===== config.mk =====
export PLATFORM = sky130hd
export DESIGN_NAME = cbf_exec
export DESIGN_NICKNAME = d
export VERILOG_FILES = /design/src/pkg/cbf_pkg.sv /design/src/pkg/cbf_tgt_if.sv /design/src/hw/cbf_exec.sv /design/src/hw/cbf_target.sv
export SDC_FILE = /design/constraint.sdc
export NUM_CORES = 1
export LEC_CHECK = 0
export BUFFER_PORTS_ARGS = -buffer_cell sky130_fd_sc_hd__buf_2
export CAP_MARGIN = 10
export CORE_AREA = 2 2 126 158
export DETAILED_ROUTE_END_ITERATION = 12
export DIE_AREA = 0 0 128 160
export GPL_TIMING_DRIVEN = 0
export PLACE_DENSITY = 0.72
export RECOVER_POWER = 100
export SLEW_MARGIN = 30
export SYNTH_ARGS = -nofsm -noshare
export SYNTH_HDL_FRONTEND = slang
export SYNTH_SLANG_ARGS = --single-unit
export TNS_END_PERCENT = 5

===== constraint.sdc =====
create_clock -name clk -period 3.3 [get_ports clk]
set_input_delay 0.165 -clock clk [delete_from_list [all_inputs] [get_ports clk]]
set_output_delay 0.165 -clock clk [all_outputs]
set_load 0.01 [all_outputs]

===== src/pkg/cbf_pkg.sv =====
// Package with opcodes, fields and timing counts for the branch and flag-clear execute block.
package cbf_pkg;
  localparam logic [7:0] OP_BRANCH_IF_FLAG = 8'h89;
  localparam logic [7:0] OP_BRANCH_IF_FLAG_DELAYED = 8'h8d;
  localparam logic [15:0] OP_ACCUMULATOR_ZERO = 16'h0028;
  localparam logic [15:0] OP_ZERO_LIMIT_FLAG = 16'h0048;
  localparam logic [15:0] OP_ZERO_COND_FLAG = 16'h0008;
  localparam int DISP_MSB = 7;
  localparam int OPC_LSB = 8;
  localparam logic [31:0] INSN_BYTES = 32'h00000002;
  localparam logic [31:0] BASE_OFFSET = 32'h00000004;
  localparam logic [31:0] RESET_PC = 32'h00000000;
  localparam logic [1:0] CYC_TAKEN = 2'h3;
  localparam logic [1:0] CYC_TAKEN_DELAYED = 2'h2;
  localparam logic [1:0] CYC_NOT_TAKEN = 2'h1;
  typedef enum logic [2:0] {
    ST_IDLE = 3'b001,
    ST_WAIT = 3'b010,
    ST_SLOT = 3'b100
  } cbf_state_t;
endpackage


===== src/pkg/cbf_tgt_if.sv =====
// Interface carrying instruction, instruction address and computed branch target.
`timescale 1ns/1ns
interface cbf_tgt_if;
  logic [15:0] insn;
  logic [31:0] pc;
  logic [31:0] target;
  modport calc (input insn, input pc, output target);
  modport user (output insn, output pc, input target);
endinterface


===== src/hw/cbf_exec.sv =====
// Execute stage for conditional flag branches and the three clear instructions.
//
// Contract
// - Branch-if-flag jumps to target when flag is one, else falls through.
// - Target is sign-extended 8-bit displacement times two plus pc plus four.
// - Reachable span is -256 to +254 bytes from the base address.
// - Plain flag branch takes three cycles taken, one cycle not taken.
// - Plain flag branch in a delay slot is an illegal slot instruction.
// - Delayed flag branch runs the slot first; two cycles taken, one not.
// - No interrupt accepted between a taken delayed branch and its slot.
// - Branch in the slot of a taken delayed branch is illegal.
// - Untaken delayed branch is a no-op; interrupts allowed, no slot check.
// - Branch updates commit before slot updates; flow changes after the slot.
// - Delayed target uses register values from before the slot instruction.
// - Accumulator-zero clears both halves in one cycle; condition flag unchanged.
// - Limit-flag zero clears the limit flag in one cycle, condition flag kept.
// - Condition-flag zero clears the flag in one cycle; pc advances.
`timescale 1ns/1ns
module cbf_exec
  import cbf_pkg::*;
(
  // Clock, reset and enable.
  input wire logic clk,
  input wire logic rst_n,
  input wire logic ce,
  // Instruction issue from the fetch path.
  input wire logic insn_valid,
  input wire logic [15:0] insn,
  input wire logic [31:0] insn_pc,
  input wire logic insn_is_branch,
  // Flag set from other execute units.
  input wire logic cond_flag_set,
  input wire logic limit_flag_set,
  // Accumulator load from the multiply-accumulate unit.
  input wire logic acc_load,
  input wire logic [31:0] acc_high_in,
  input wire logic [31:0] acc_low_in,
  // Handshake and results.
  output logic insn_ready,
  output logic [31:0] pc_reg,
  output logic cond_flag_reg,
  output logic limit_flag_reg,
  output logic [31:0] acc_high_reg,
  output logic [31:0] acc_low_reg,
  output logic int_block,
  output logic illegal_slot_reg,
  output logic redirect_reg
);
  cbf_state_t state_reg;
  logic [1:0] wait_cnt_reg;
  logic [31:0] target_hold_reg;
  logic in_slot_reg;
  logic take;
  logic is_bt;
  logic is_bts;
  logic is_acc_zero;
  logic is_lim_zero;
  logic is_cond_zero;
  logic illegal;
  logic exec_ok;
  logic start_stall;
  logic start_slot;
  cbf_tgt_if tgt ();

  assign tgt.insn = insn;
  assign tgt.pc = insn_pc;
  cbf_target u_target (
    .t(tgt)
  );

  assign insn_ready = (state_reg != ST_WAIT);
  assign take = ce && insn_valid && insn_ready;
  assign is_bt = (insn[15:OPC_LSB] == OP_BRANCH_IF_FLAG);
  assign is_bts = (insn[15:OPC_LSB] == OP_BRANCH_IF_FLAG_DELAYED);
  assign is_acc_zero = (insn == OP_ACCUMULATOR_ZERO);
  assign is_lim_zero = (insn == OP_ZERO_LIMIT_FLAG);
  assign is_cond_zero = (insn == OP_ZERO_COND_FLAG);
  // A branch in the slot of a taken delayed branch is refused.
  assign illegal = in_slot_reg && (insn_is_branch || is_bt || is_bts);
  assign exec_ok = take && !illegal;
  // Only a take in the idle state can open a stall or a delay slot.
  assign start_stall = exec_ok && is_bt && cond_flag_reg && (state_reg == ST_IDLE);
  assign start_slot = exec_ok && is_bts && cond_flag_reg && (state_reg == ST_IDLE);
  // Interrupts are held off while the slot of a taken delayed branch is pending.
  assign int_block = in_slot_reg || (state_reg == ST_WAIT);

  always_ff @(posedge clk) begin
    if (!rst_n) begin
      state_reg <= ST_IDLE;
    end else if (ce) begin
      unique case (state_reg)
        ST_IDLE: begin
          if (start_stall) begin
            state_reg <= ST_WAIT;
          end else if (start_slot) begin
            state_reg <= ST_SLOT;
          end
        end
        ST_WAIT: begin
          if (wait_cnt_reg == 2'h0) begin
            state_reg <= ST_IDLE;
          end
        end
        ST_SLOT: begin
          if (take) begin
            state_reg <= ST_IDLE;
          end
        end
        default: begin
          state_reg <= ST_IDLE;
        end
      endcase
    end
  end

  // Counts the extra stall cycles of a taken plain branch.
  always_ff @(posedge clk) begin
    if (!rst_n) begin
      wait_cnt_reg <= 2'h0;
    end else if (ce) begin
      if (start_stall) begin
        wait_cnt_reg <= CYC_TAKEN - CYC_NOT_TAKEN - 2'h1;
      end else if (state_reg == ST_WAIT && wait_cnt_reg != 2'h0) begin
        wait_cnt_reg <= wait_cnt_reg - 2'h1;
      end
    end
  end

  // Marks that the next accepted instruction is the slot of a taken delayed branch.
  always_ff @(posedge clk) begin
    if (!rst_n) begin
      in_slot_reg <= 1'b0;
    end else if (ce) begin
      if (start_slot) begin
        in_slot_reg <= 1'b1;
      end else if (take) begin
        in_slot_reg <= 1'b0;
      end
    end
  end

  // Delayed target is latched before the slot executes.
  always_ff @(posedge clk) begin
    if (!rst_n) begin
      target_hold_reg <= RESET_PC;
    end else if (start_slot) begin
      target_hold_reg <= tgt.target;
    end
  end

  always_ff @(posedge clk) begin
    if (!rst_n) begin
      pc_reg <= RESET_PC;
    end else if (ce) begin
      if (state_reg == ST_SLOT && exec_ok) begin
        pc_reg <= target_hold_reg;
      end else if (start_stall) begin
        pc_reg <= tgt.target;
      end else if (exec_ok) begin
        pc_reg <= insn_pc + INSN_BYTES;
      end
    end
  end

  // Pulses for one cycle when pc_reg was loaded with a branch target.
  always_ff @(posedge clk) begin
    if (!rst_n) begin
      redirect_reg <= 1'b0;
    end else if (ce) begin
      redirect_reg <= (state_reg == ST_SLOT && exec_ok) || start_stall;
    end
  end

  // Pulses for one cycle when a refused slot instruction is dropped.
  always_ff @(posedge clk) begin
    if (!rst_n) begin
      illegal_slot_reg <= 1'b0;
    end else if (ce) begin
      illegal_slot_reg <= take && illegal;
    end
  end

  // An external set in the same cycle as a clear wins.
  always_ff @(posedge clk) begin
    if (!rst_n) begin
      cond_flag_reg <= 1'b0;
    end else if (ce) begin
      if (cond_flag_set) begin
        cond_flag_reg <= 1'b1;
      end else if (exec_ok && is_cond_zero) begin
        cond_flag_reg <= 1'b0;
      end
    end
  end

  always_ff @(posedge clk) begin
    if (!rst_n) begin
      limit_flag_reg <= 1'b0;
    end else if (ce) begin
      if (limit_flag_set) begin
        limit_flag_reg <= 1'b1;
      end else if (exec_ok && is_lim_zero) begin
        limit_flag_reg <= 1'b0;
      end
    end
  end

  // A load from the multiply-accumulate unit in the same cycle as a clear wins.
  always_ff @(posedge clk) begin
    if (!rst_n) begin
      acc_high_reg <= 32'h00000000;
      acc_low_reg <= 32'h00000000;
    end else if (ce) begin
      if (acc_load) begin
        acc_high_reg <= acc_high_in;
        acc_low_reg <= acc_low_in;
      end else if (exec_ok && is_acc_zero) begin
        acc_high_reg <= 32'h00000000;
        acc_low_reg <= 32'h00000000;
      end
    end
  end
endmodule


===== src/hw/cbf_target.sv =====
// Branch target adder: sign-extended doubled displacement plus pc plus four.
`timescale 1ns/1ns
module cbf_target
  import cbf_pkg::*;
(
  cbf_tgt_if.calc t
);
  logic [31:0] disp_ext;
  // Span is -256..+254 bytes from the base address.
  assign disp_ext = {{23{t.insn[DISP_MSB]}}, t.insn[DISP_MSB:0], 1'b0};
  assign t.target = t.pc + BASE_OFFSET + disp_ext;
endmodule


* Word level (Yosys, flattened, before mapping)
Index checks and enable logic that the tools add are counted.
** Cells by class
- Add/subtract/negate cells :: 4
- Equality and inequality tests :: 12
- Multiplexer cells :: 19
- Reductions and logical operators :: 36
** Operators with widths (count)
- 32-bit 2-to-1 mux :: 6
- 32-bit by 2-bit adder with 32-bit output (second input constant) :: 1
- 32-bit by 3-bit adder with 32-bit output (second input constant) :: 1
- 32-bit adder :: 1
- 16-bit by 4-bit equality test with 1-bit output (second input constant) :: 1
- 16-bit by 6-bit equality test with 1-bit output (second input constant) :: 1
- 16-bit by 7-bit equality test with 1-bit output (second input constant) :: 1
- 8-bit equality test (second input constant) :: 2
- 1-bit logical AND :: 16
- 3-bit 2-to-1 mux :: 4
- 2-bit AND reduction :: 6
- 2-bit nonzero test :: 6
- 3-bit case mux with 3 select lines :: 1
- 1-bit 2-to-1 mux :: 6
- 1-bit logical OR :: 4
- 2-bit 2-to-1 mux :: 2
- 4-bit AND reduction :: 1
- 3-bit by 1-bit equality test with 1-bit output (second input constant) :: 1
- 3-bit by 2-bit equality test with 1-bit output (second input constant) :: 1
- 3-bit equality test (second input constant) :: 1
- 3-bit by 2-bit inequality test with 1-bit output (second input constant) :: 1
- 3-bit inequality test (second input constant) :: 1
- 3-bit nonzero test :: 1
- 2-bit zero test :: 1
- 4 further kinds :: 4
** Word-level totals
- Register bits :: 138
- Input port bits :: 120
- Word-level logic and storage cells :: 82

* Logic depth before layout (Yosys ltp)
Gate-level depths: netlist (run 1).
- Depth after elaboration :: 12
- Gate-level depth with buffers :: 14
- Gate-level depth less buffers :: 14

* Modules after synthesis
Synthesis (run 1) repeated with hierarchy kept, for this count alone.
** Unflattened totals
- Cells, all modules :: 1079
- Area, all modules :: 8446.9 um^2
** By module, submodules not included
- cbf_exec :: times used 1, cells an instance 813, area an instance 6441.2 um^2
- cbf_target :: times used 1, cells an instance 266, area an instance 2005.7 um^2

* Worst setup path before layout (run 1)
OpenSTA, ideal clock, no wires.
- Path type :: in2reg
- Start :: input insn[7]
- End :: register pc_reg[25]
- Setup time :: 0.116 ns
- Arrival time :: 2.634 ns
- Setup slack :: 0.550 ns
- Stages :: 12
- Cells stage by stage :: ha_1 ha_1 clkbuf_1 a21oi_1 o21ai_0 a31o_2 o21a_1 a31o_2 a311o_1 xnor2_1 o221ai_1 o211a_1
** On the way
- Longest elaborated chain between the ends :: 3
** RTL lines
- start, declared :: RTL line cbf_exec.sv:28 : input wire logic [15:0] insn,
- 32-bit adder :: RTL line cbf_target.sv:11 : assign t.target = t.pc + BASE_OFFSET + disp_ext;
- 32-bit 2-to-1 mux :: RTL line cbf_exec.sv:157 : end else if (start_stall) begin
- 32-bit 2-to-1 mux :: RTL line cbf_exec.sv:155 : if (state_reg == ST_SLOT && exec_ok) begin
- end signal, assigned :: RTL line cbf_exec.sv:156 : pc_reg <= target_hold_reg;
- end signal, assigned :: RTL line cbf_exec.sv:158 : pc_reg <= tgt.target;
- end signal, assigned :: RTL line cbf_exec.sv:160 : pc_reg <= insn_pc + INSN_BYTES;
- end, declared :: RTL line cbf_exec.sv:40 : output logic [31:0] pc_reg,
No other way between the ends.
A chain may end at the register's enable or synchronous reset.

* Worst setup path in the final report (run 1)
- Start :: input insn[7]
- End :: register pc_reg[30]
The elaborated chain is that of the path after synthesis.

==> qor.yml, run 1 <==
grt:
  grt_max_degree: 26
  grt_pass1_vias: 7613
  use_met2_pct: 43.68
  antenna_found_initial: 0
  grt_use_total_pct: 23.78
  busiest_layer: "met2"
  use_met1_pct: 27.11
  met3_usage_pct: 3.853
  grt_pass1_wl_um: 38470
  grt-ovfl-total: 0
setup_path:
  required_ps: 3640
  worstSetupPathType: "primary input to register"
  path_cells: "clkbuf_4 -> ha_1 -> ha_1 -> clkbuf_2 -> nand3_1 -> or4_1 -> a211o_1 -> nand3_1 -> a41oi_4 -> a41o_1 -> or3_1 -> a31oi_1"
  worstPathArrival_ps: 3540
  slowest_delay_ps: 560
  slowest_stage: "or4_1"
  startpoint_type: "primary input"
  cp-end-kind: "register"
  crit_fanout: 25
min_path:
  hold_path_class: "primary input to register"
outcome:
  status: "complete, no violations"
die:
  num_io_pins: 222
  core-area_um2: 19110
  rows: 57
  start_util_pct: 40.89
  die_w_um: 128
  dieArea_um2: 20480
  fp.dieH_um: 160
detailed_routing:
  wl_per_cell_um: 17.12
  drc: 0
  drt_pass1_iterations: 5
  vias_per_cell: 5.474
  ant_nets: 0
  drt_iter0_drc: 542
  vias: 8014
  wirelength_um: 25060
sta:
  fin_crit_sh_pct: 97.00
  finalHoldViolations: 0
  slew_headroom_pct: 23.61
  fin_crit_ps: 3201
  rsz0062_at_grt: "false"
  skew_ps: 8.333
  final_max_slew_viol_count: 0
  hold_ws_ps: 10.07
  fmax_ghz: 0.3124
  worst_slew_pin_slew_ps: 1140
  setup_tns_ps: 0
  setup_viol: 0
pwr:
  power_switching_mw: 1.318
  leakage_nw: 4.078
  combPwrFrac_pct: 19.6
  p_per_area_nw_per_um2: 472.0
  total_power_mw: 4.678
  clkPwrFrac_pct: 42.7
  seq_power_share_pct: 37.7
  ir_drop_uv: 309.4
  p_int_mw: 3.360
  p_sw_share_pct: 28.18
layout:
  utilization_pct: 51.85
  finalNetCount: 1398
  flow.area_growth_from_synthesis_pct: 26.80
  finalInstanceArea_um2: 9911
  drive_above_1_share_pct: 14.33
  antenna_cells: 0
  multiInputGateArea_um2: 4726
  nFillCells: 1926
  seqCellArea_um2: 2763
synthesis:
  syn_area_um2: 7816
  yosysWarnings: 0
  ys_ff_latch: 138
  synth_top_cell_area_share_pct: 35.34
  synth_edf_count: 0
  netlist_instances: 956
  syn_nets: 1138
  synth_area_leaders: "dfxtp_1, ha_1, nor2_1"
  synth_commonest_cells: "nor2_1, dfxtp_1, nand2_1, a21oi_1, a22oi_1"
  synth_ff_type: "dfxtp_1"
  synth_largest_area_cell: "dfxtp_1"
  yosysUniqueCellTypes: 65
  synth-async-reset-ratio_pct: 0
  yosysSeqAreaShare_pct: 35.34
  syn_avg_cell_area_um2: 8.176
  synth.most_common_cell: "nor2_1"
clock_network:
  root_buffer: "clkbuf_16"
  cts_buffers: 17
  htree_levels: 4
  clockBufferDepth: 2
  cts_tree: "built"
  clk_pin_slew_worst_paths_ps: 60
  cts.sinks: 138
  clkLatencyLatePin_ps: 410
place:
  routabilityCongestion: 0.9156
  dp_hpwl_um: 19870
  place_area_um2: 9230
  numPortBuffers: 220
job:
  cap_violations: 0
==> stage by stage <==
step                cells  setup slack, ps
global route         1464            32.86
finish               1464            99.11
CTS                  1464            70.51
global placement     1412           -349.5
detailed placement   1412           -331.6
floorplan             956            550.0
==> routing by layer <==
layer,up-vias,share of wire [%]
li1,3977,-
met3,55,6.0
met5,-,0
met1,3652,41
met2,330,50
met4,0,3.4
==> worst max-delay path: cells and delay by family <==
kind	cells	cell delay (ps)
and+or+nand+nor	4	1360
AOI/OAI and AO/OA	4	900
adders and majority gates	2	590
buffers and inverters	2	520
==> layout make-up <==
cell class	instances	area share, %
plain buffers	60	2.601
clock buffers	22	4.886
clock inverters	9	1.401
inverters	16	0.6060
multi-input cells	742	47.68
flip-flops and latches	138	27.88
well taps	236	2.979
repair buffers	241	11.97
==> cells in the final DEF, fill, tap and decap left out, types with 4 or more instances in the layout <==
cell / instances
ha_1: 61
a22oi_1: 65
or3_1: 5
nor4_1: 4
o221ai_1: 4
a31oi_1: 9
and2_1: 5
dfxtp_1: 138
clkbuf_16: 17
a211oi_1: 18
buf_2: 121
a311oi_1: 10
o21ai_0: 33
clkbuf_8: 4
dlygate4sd3_1: 21
nand4_1: 9
clkbuf_1: 148
nand3_1: 29
a21o_1: 14
clkbuf_2: 7
nor2_1: 145
inv_1: 16
xor2_1: 33
xnor2_1: 25
o211ai_1: 10
a21oi_1: 80
nor3_1: 12
and3_1: 15
nand2_1: 96
o22ai_1: 4
==> cell families (layout without fill, tap and decap cells) <==
family / after synthesis / after routing / synth area share, %
and+or+nand+nor: 348 / 348 / 20.60
AOI/OAI and AO/OA: 272 / 272 / 23.16
adders and majority gates: 62 / 62 / 10.02
DFF: 138 / 138 / 35.34
xor gates and xnor gates: 58 / 58 / 6.499
buffers and inverters: 76 / 348 / 4.114
muxes: 2 / 2 / 0.2561
==> path summary, 6_finish.rpt <==
| path | from | depth (start not counted) | to | slack [ps] |
|---|---|---|---|---|
| min | acc_high_in[19] | 3 | acc_high_reg[19] | 10 |
| max reg2reg | state_reg[0] | 10 | pc_reg[2] | 280 |
| max | insn[7] | 12 | pc_reg[30] | 100 |
| min reg2reg | target_hold_reg[3] | 2 | target_hold_reg[3] | 450 |
==> power groups by stage <==
stage	Sequential (mW)	Combinational [mW]	Clock (mW)
6_report	1.77	0.916	2.00
2_1_floorplan	1.82	0.552	0
3_3_place_gp	1.80	0.894	0
4_1_cts	1.76	0.931	2.02
5_1_grt	1.77	1.01	2.09
3_5_place_dp	1.80	0.906	0
==> repair_timing <==
item | in CTS | in global routing
buffers inserted | 0 | 0
hold buffers | 21 | 0
gates resized for setup | 0 | 1
hold endpoints to repair | 21 | 0
setup endpoints to repair | 0 | 5
(Power assumes the default switching activity.)
==> run 2: changes to the inputs <==
BUFFER_PORTS_ARGS = -buffer_cell sky130_fd_sc_hd__clkbuf_2   (was -buffer_cell sky130_fd_sc_hd__buf_2)
==> run 2 against run 1 <==
Against the previous run: clock skew is 0.57 ps lower; maximum frequency rose by 3.0%; register-to-register slack about the same; global-route usage rose by 0.59 points; final cell count increased by 0.82%.
==> qor.yml, run 2 (synthesis gave the netlist of run 1 again) <==
outcome:
  status: "complete, no violations"
layout:
  multiInputGateArea_um2: 4738  # +0.26%
  seqCellArea_um2: 2763  # unchanged
  flow.area_growth_from_synthesis_pct: 28.81
  nFillCells: 1897  # -1.5%
  antenna_cells: 0  # unchanged
  finalNetCount: 1410  # +0.86%
  mostFrequentLayoutCells: "clkbuf_1, nor2_1, dfxtp_1"
  layout_commonest_cell: "clkbuf_1"
  drive_above_1_share_pct: 13.95  # -0.38 points
pwr:
  seq_power_share_pct: 36.6  # -1.1 points
  combPwrFrac_pct: 19.4  # -0.2 points
  ir_drop_uv: 312.2  # +0.89%
  p_int_mw: 3.465  # +3.1%
  leakage_nw: 4.156  # +1.9%
  p_sw_share_pct: 28.20  # about the same
  power_switching_mw: 1.361  # +3.2%
  p_per_area_nw_per_um2: 479.3  # +1.6%
  clkPwrFrac_pct: 44.0  # +1.3 points
sta:
  final_max_slew_viol_count: 0  # unchanged
  worst_slew_pin_slew_ps: 1119  # -21.54 ps
  fmax_ghz: 0.3218  # +3.0%
  rsz0062_at_grt: "false"
  fin_crit_sh_pct: 94.18  # -2.8 points
  fin_crit_ps: 3108  # -93.04 ps
  setup_slack_ps: 192.2  # +93.04 ps
  finalHoldViolations: 0  # unchanged
  skew_ps: 7.763  # -0.5700 ps
  setup_viol: 0  # unchanged
  slew_headroom_pct: 25.06  # +1.4 points
  setup_tns_ps: 0  # unchanged
clock_network:
  htree_levels: 4  # unchanged
  cts.sinks: 138  # unchanged
  root_buffer: "clkbuf_16"
  cts_buffers: 17  # unchanged
  clockBufferDepth: 2  # unchanged
  cts_tree: "built"
  clk_pin_slew_worst_paths_ps: 60  # about the same
  clkLatencyLatePin_ps: 420  # about the same
detailed_routing:
  drt_pass1_iterations: 5  # unchanged
  ant_nets: 0  # unchanged
  vias: 8070  # +0.70%
  vias_per_cell: 5.467  # -0.12%
  wirelength_um: 25630  # +2.3%
  drt_iter0_drc: 492  # -9.2%
  drc: 0  # unchanged
  wl_per_cell_um: 17.37  # +1.5%
die:
  dieArea_um2: 20480  # unchanged
  fp.dieH_um: 160  # unchanged
  start_util_pct: 40.89  # unchanged
  num_io_pins: 222  # unchanged
  rows: 57  # unchanged
  die_w_um: 128  # unchanged
  core-area_um2: 19110  # unchanged
grt:
  antenna_found_initial: 0  # unchanged
  grt-ovfl-total: 0  # unchanged
  grt_pass1_vias: 7728  # +1.5%
  grt_max_degree: 26  # unchanged
  grt_use_total_pct: 24.37  # +0.59 points
  grt_pass1_wl_um: 39220  # +1.9%
setup_path:
  required_ps: 3650  # about the same
  startpoint_type: "primary input"
  crit_fanout: 25  # unchanged
  worstPathArrival_ps: 3460  # -80 ps
  cp-end-kind: "register"
  worstSetupPathType: "primary input to register"
place:
  routabilityCongestion: 0.9086  # -0.76%
  place_worst_setup_slack_ps: -382.1  # -50.42 ps
  numPortBuffers: 220  # unchanged
  dp_hpwl_um: 19870  # about the same
job:
  cap_violations: 0  # unchanged
min_path:
  hold_path_class: "primary input to register"
run 2: cell count changes in the layout (fill, tap and decap cells not counted), moves of 2 or more:
cell	before	now
buf_2	121	4
clkbuf_2	7	118
dlygate4sd3_1	21	33
clkbuf_1	148	152
clkbuf_8	4	1
bufinv_16	3	5
inv_6	0	2
run 2: metal layers:
layer / GRT usage (%) / up-vias / wire length (um) / part of all wire (%)
li1: - / 4004 / - / -
met1: 27.83 / 3700 / 10610 / 41
met3: 3.685 / 66 / 1349 / 5.3
met4: 10.99 / 0 / 999 / 3.9
met5: 0 / - / 0 / 0
met2: 44.29 / 300 / 12670 / 49
run 2: through the flow:
step | instances | total power [mW] | instance area (um2) | util, % | hold slack (ps)
floorplan | 956 | 2.374 | 7816 | - | 301.0
global placement | 1412 | 2.693 | 9213 | 48.20 | 396.6
detailed placement | 1412 | 2.709 | 9230 | 48.29 | 403.3
CTS | 1476 | 4.850 | 10220 | 53.45 | 0.2604
global route | 1476 | 5.017 | 10070 | 52.68 | 8.107
finish | 1476 | 4.826 | 10070 | 52.68 | 1.732
run 2: area by class of cell:
| type | count | area share (%) |
|---|---|---|
| Timing Repair Buffer | 253 | 12.97 |
| Multi-Input combinational cell | 742 | 47.06 |
| Tap cell | 236 | 2.933 |
| Clock inverter | 13 | 2.150 |
| Clock buffer | 18 | 4.362 |
| Buffer | 60 | 2.485 |
| Sequential cell | 138 | 27.44 |
| Inverter | 16 | 0.5965 |
run 2: repair_timing:
| action | in CTS | in global routing |
|---|---|---|
| hold buffers | 33 | 0 |
| setup buffers | 0 | 0 |
| gates resized for setup | 0 | 3 |
| endpoints found under the hold margin | 33 | 0 |
| setup endpoints to repair | 0 | 10 |
run 2: final timing paths:
path | start | endpoint | slack [ps] | cells past startpoint
max | insn[7] | pc_reg[30] | 190 | 12
min reg2reg | target_hold_reg[8] | target_hold_reg[8] | 450 | 2
min | acc_high_in[18] | acc_high_reg[18] | 2 | 3
max reg2reg | state_reg[0] | pc_reg[2] | 290 | 10
run 2: critical path, stage by stage:
cell,delay [ps]
buf_4,300
ha_1,300
ha_1,270
buf_2,180
nand3_1,170
or4_1,560
a211o_1,260
nand3_1,300
a41oi_4,200
a41o_1,290
or3_1,320
a31oi_1,130
run 2: power by group through the flow:
stage	clock network, mW	logic (mW)	registers (mW)
finish	2.12	0.937	1.77
global placement	0	0.893	1.80
CTS	2.14	0.947	1.76
floorplan	0	0.552	1.82
detailed placement	0	0.909	1.80
global route	2.21	1.03	1.77
==> run 3: changes to the inputs <==
REMOVE_ABC_BUFFERS = 1   (was unset)
==> run 3 against run 2 <==
Against the previous run: the run now ends with negative hold slack left; core utilization is 0.50 points higher; hold slack worse by 2.6 ps; sequential power hardly changed; clock skew grew 3.6 ps; global-route usage is 0.93 points lower; critical path depth decreased by 4; non-clock buffer count down 32; wire length decreased by 3.2%; final cell count down 2.1%; setup slack got worse by 8.5 ps; highest routed layer unchanged; die area is the same; register-to-register slack worse by 110 ps; largest cell class unchanged.
==> qor.yml, run 3 (synthesis gave the netlist of run 1 again) <==
outcome:
  status: "finished, violations left"
  violations: "negative hold slack"
grt:
  antenna_found_initial: 0  # unchanged
  grt_max_degree: 66  # +150%
  grt-ovfl-total: 0  # unchanged
  grt_pass1_wl_um: 38340  # -2.2%
  grt_pass1_vias: 7586  # -1.8%
  use_met1_pct: 26.37  # -1.5 points
  busiest_layer: "met2"
  met3_usage_pct: 4.791  # +1.1 points
  grt_use_total_pct: 23.45  # -0.93 points
  use_met2_pct: 43.05  # -1.2 points
sta:
  setup_slack_ps: 183.7  # -8.468 ps
  setup_tns_ps: 0  # unchanged
  worst_slew_pin_slew_ps: 961.8  # -157.1 ps
  slew_headroom_pct: 35.69  # +11 points
  setup_viol: 0  # unchanged
  fmax_ghz: 0.3209  # -0.27%
  skew_ps: 11.41  # +3.647 ps
  fin_crit_sh_pct: 94.43  # +0.26 points
  rsz0062_at_grt: "false"
  finalHoldViolations: 1  # +1
  final_max_slew_viol_count: 0  # unchanged
  hold_ws_ps: -0.8220  # -2.554 ps
  fin_crit_ps: 3116  # +8.468 ps
setup_path:
  worstSetupPathType: "register to register"
  r2r_start: "state_reg[2]"
  crit_fanout: 9  # -64%
  ff2ff_setup_slack_ps: 180  # -110 ps
  timing.rr.end: "target_hold_reg[30]"
  cp-end-kind: "register"
  startpoint_type: "register"
  required_ps: 3650  # about the same
  rr_worst_depth: 8  # -2
  worstPathArrival_ps: 3470  # about the same
min_path:
  whs_path_depth: 3  # unchanged
  hold_path_class: "primary input to register"
  hold_end: "acc_high_reg[15]"
  worstHoldStart: "acc_high_in[15]"
die:
  core-area_um2: 19110  # unchanged
  num_io_pins: 222  # unchanged
  start_util_pct: 40.89  # unchanged
  dieArea_um2: 20480  # unchanged
  fp.dieH_um: 160  # unchanged
  die_w_um: 128  # unchanged
  rows: 57  # unchanged
clock_network:
  clockBufferDepth: 2  # unchanged
  clk_pin_slew_worst_paths_ps: 60  # about the same
  post-cts-setup-buffers: 0  # unchanged
  root_buffer: "clkbuf_16"
  cts_buffers: 17  # unchanged
  htree_levels: 4  # unchanged
  clkLatencyLatePin_ps: 430  # about the same
  cts.sinks: 138  # unchanged
  cts_tree: "built"
detailed_routing:
  drt_pass1_iterations: 5  # unchanged
  ant_nets: 0  # unchanged
  vias_per_cell: 5.621  # +2.8%
  drt_iter0_drc: 410  # -17%
  vias: 8122  # +0.64%
  wirelength_um: 24830  # -3.2%
  drc: 0  # unchanged
  wl_per_cell_um: 17.18  # -1.1%
place:
  dp_hpwl_um: 17710  # -11%
  place_worst_setup_slack_ps: -345.1  # +36.98 ps
  routabilityCongestion: 0.9073  # -0.14%
  numPortBuffers: 221  # +0.45%
  place_area_um2: 9236  # about the same
pwr:
  leakage_nw: 4.221  # +1.6%
  p_per_area_nw_per_um2: 463.6  # -3.3%
  ir_drop_uv: 331.3  # +6.1%
layout:
  finalInstanceArea_um2: 10160  # +0.96%
  drive_above_1_share_pct: 15.14  # +1.2 points
  multiInputGateArea_um2: 4773  # +0.74%
  finalNetCount: 1378  # -2.3%
  nFillCells: 1821  # -4.0%
  layout_commonest_cell: "nor2_1"
  flow.area_growth_from_synthesis_pct: 30.05
  seqCellArea_um2: 2763  # unchanged
  antenna_cells: 0  # unchanged
  mostFrequentLayoutCells: "nor2_1, dfxtp_1, clkbuf_2"
job:
  cap_violations: 0  # unchanged
## run 3: cell type report
class                      instances  area share, %
multi-input combinational        742          46.96
clock inverter                    14          1.834
tap                              236          2.905
inverter                          16         0.6401
clock buffer                      18          4.222
sequential                       138          27.18
timing repair buffer             281          16.26
## run 3: power breakdown
group	total, mW	leakage [nW]	internal [mW]	switching (mW)
Clock	2.01	0.294	1.21	0.803
Sequential	1.76	1.13	1.73	0.0327
Combinational	0.941	2.80	0.390	0.551
## run 3: metal layers
metal / share of wire (%) / vias up
met4: 2.4 / 0
met2: 51 / 334
li1: - / 3949
met3: 7.4 / 41
met1: 39 / 3798
met5: 0 / -
## run 3: metrics by stage
| step | power, mW | cells | hold WS (ps) | util [%] |
|---|---|---|---|---|
| 6_report | 4.713 | 1445 | -0.8220 | 53.18 |
| 5_1_grt | 4.930 | 1445 | 3.845 | 53.18 |
| 4_1_cts | 4.766 | 1445 | 0.03694 | 53.90 |
| 3_5_place_dp | 2.694 | 1368 | 399.5 | 48.32 |
| 3_3_place_gp | 2.666 | 1353 | 398.5 | 46.86 |
| 2_1_floorplan | 2.358 | 896 | 286.7 | - |
## run 3: worst max path at each step
stage	startpoint	endpoint	depth (start not counted)	slack [ps]
6_report	state_reg[2]	target_hold_reg[30]	8	180
5_1_grt	state_reg[2]	target_hold_reg[15]	8	40
4_1_cts	insn[7]	pc_reg[30]	11	70
3_5_place_dp	insn[7]	pc_reg[30]	11	-350
3_3_place_gp	state_reg[2]	acc_low_reg[4]	7	-3090
2_1_floorplan	state_reg[2]	acc_high_reg[0]	7	-1280
## run 3: timing repair
| action | 4_1_cts | 5_1_grt |
|---|---|---|
| endpoints found under the setup margin | 0 | 10 |
| resized for setup | 0 | 3 |
| hold buffers | 45 | 0 |
| endpoints found under the hold margin | 46 | 0 |
## run 3: worst max-delay path, stage by stage, from the launching register on
cell,delay [ps]
dfxtp_1,480
or3b_1,310
nand3_4,160
or4_4,550
nor3_1,520
clkbuf_1,320
clkbuf_1,450
nand2_1,100
a21oi_1,170
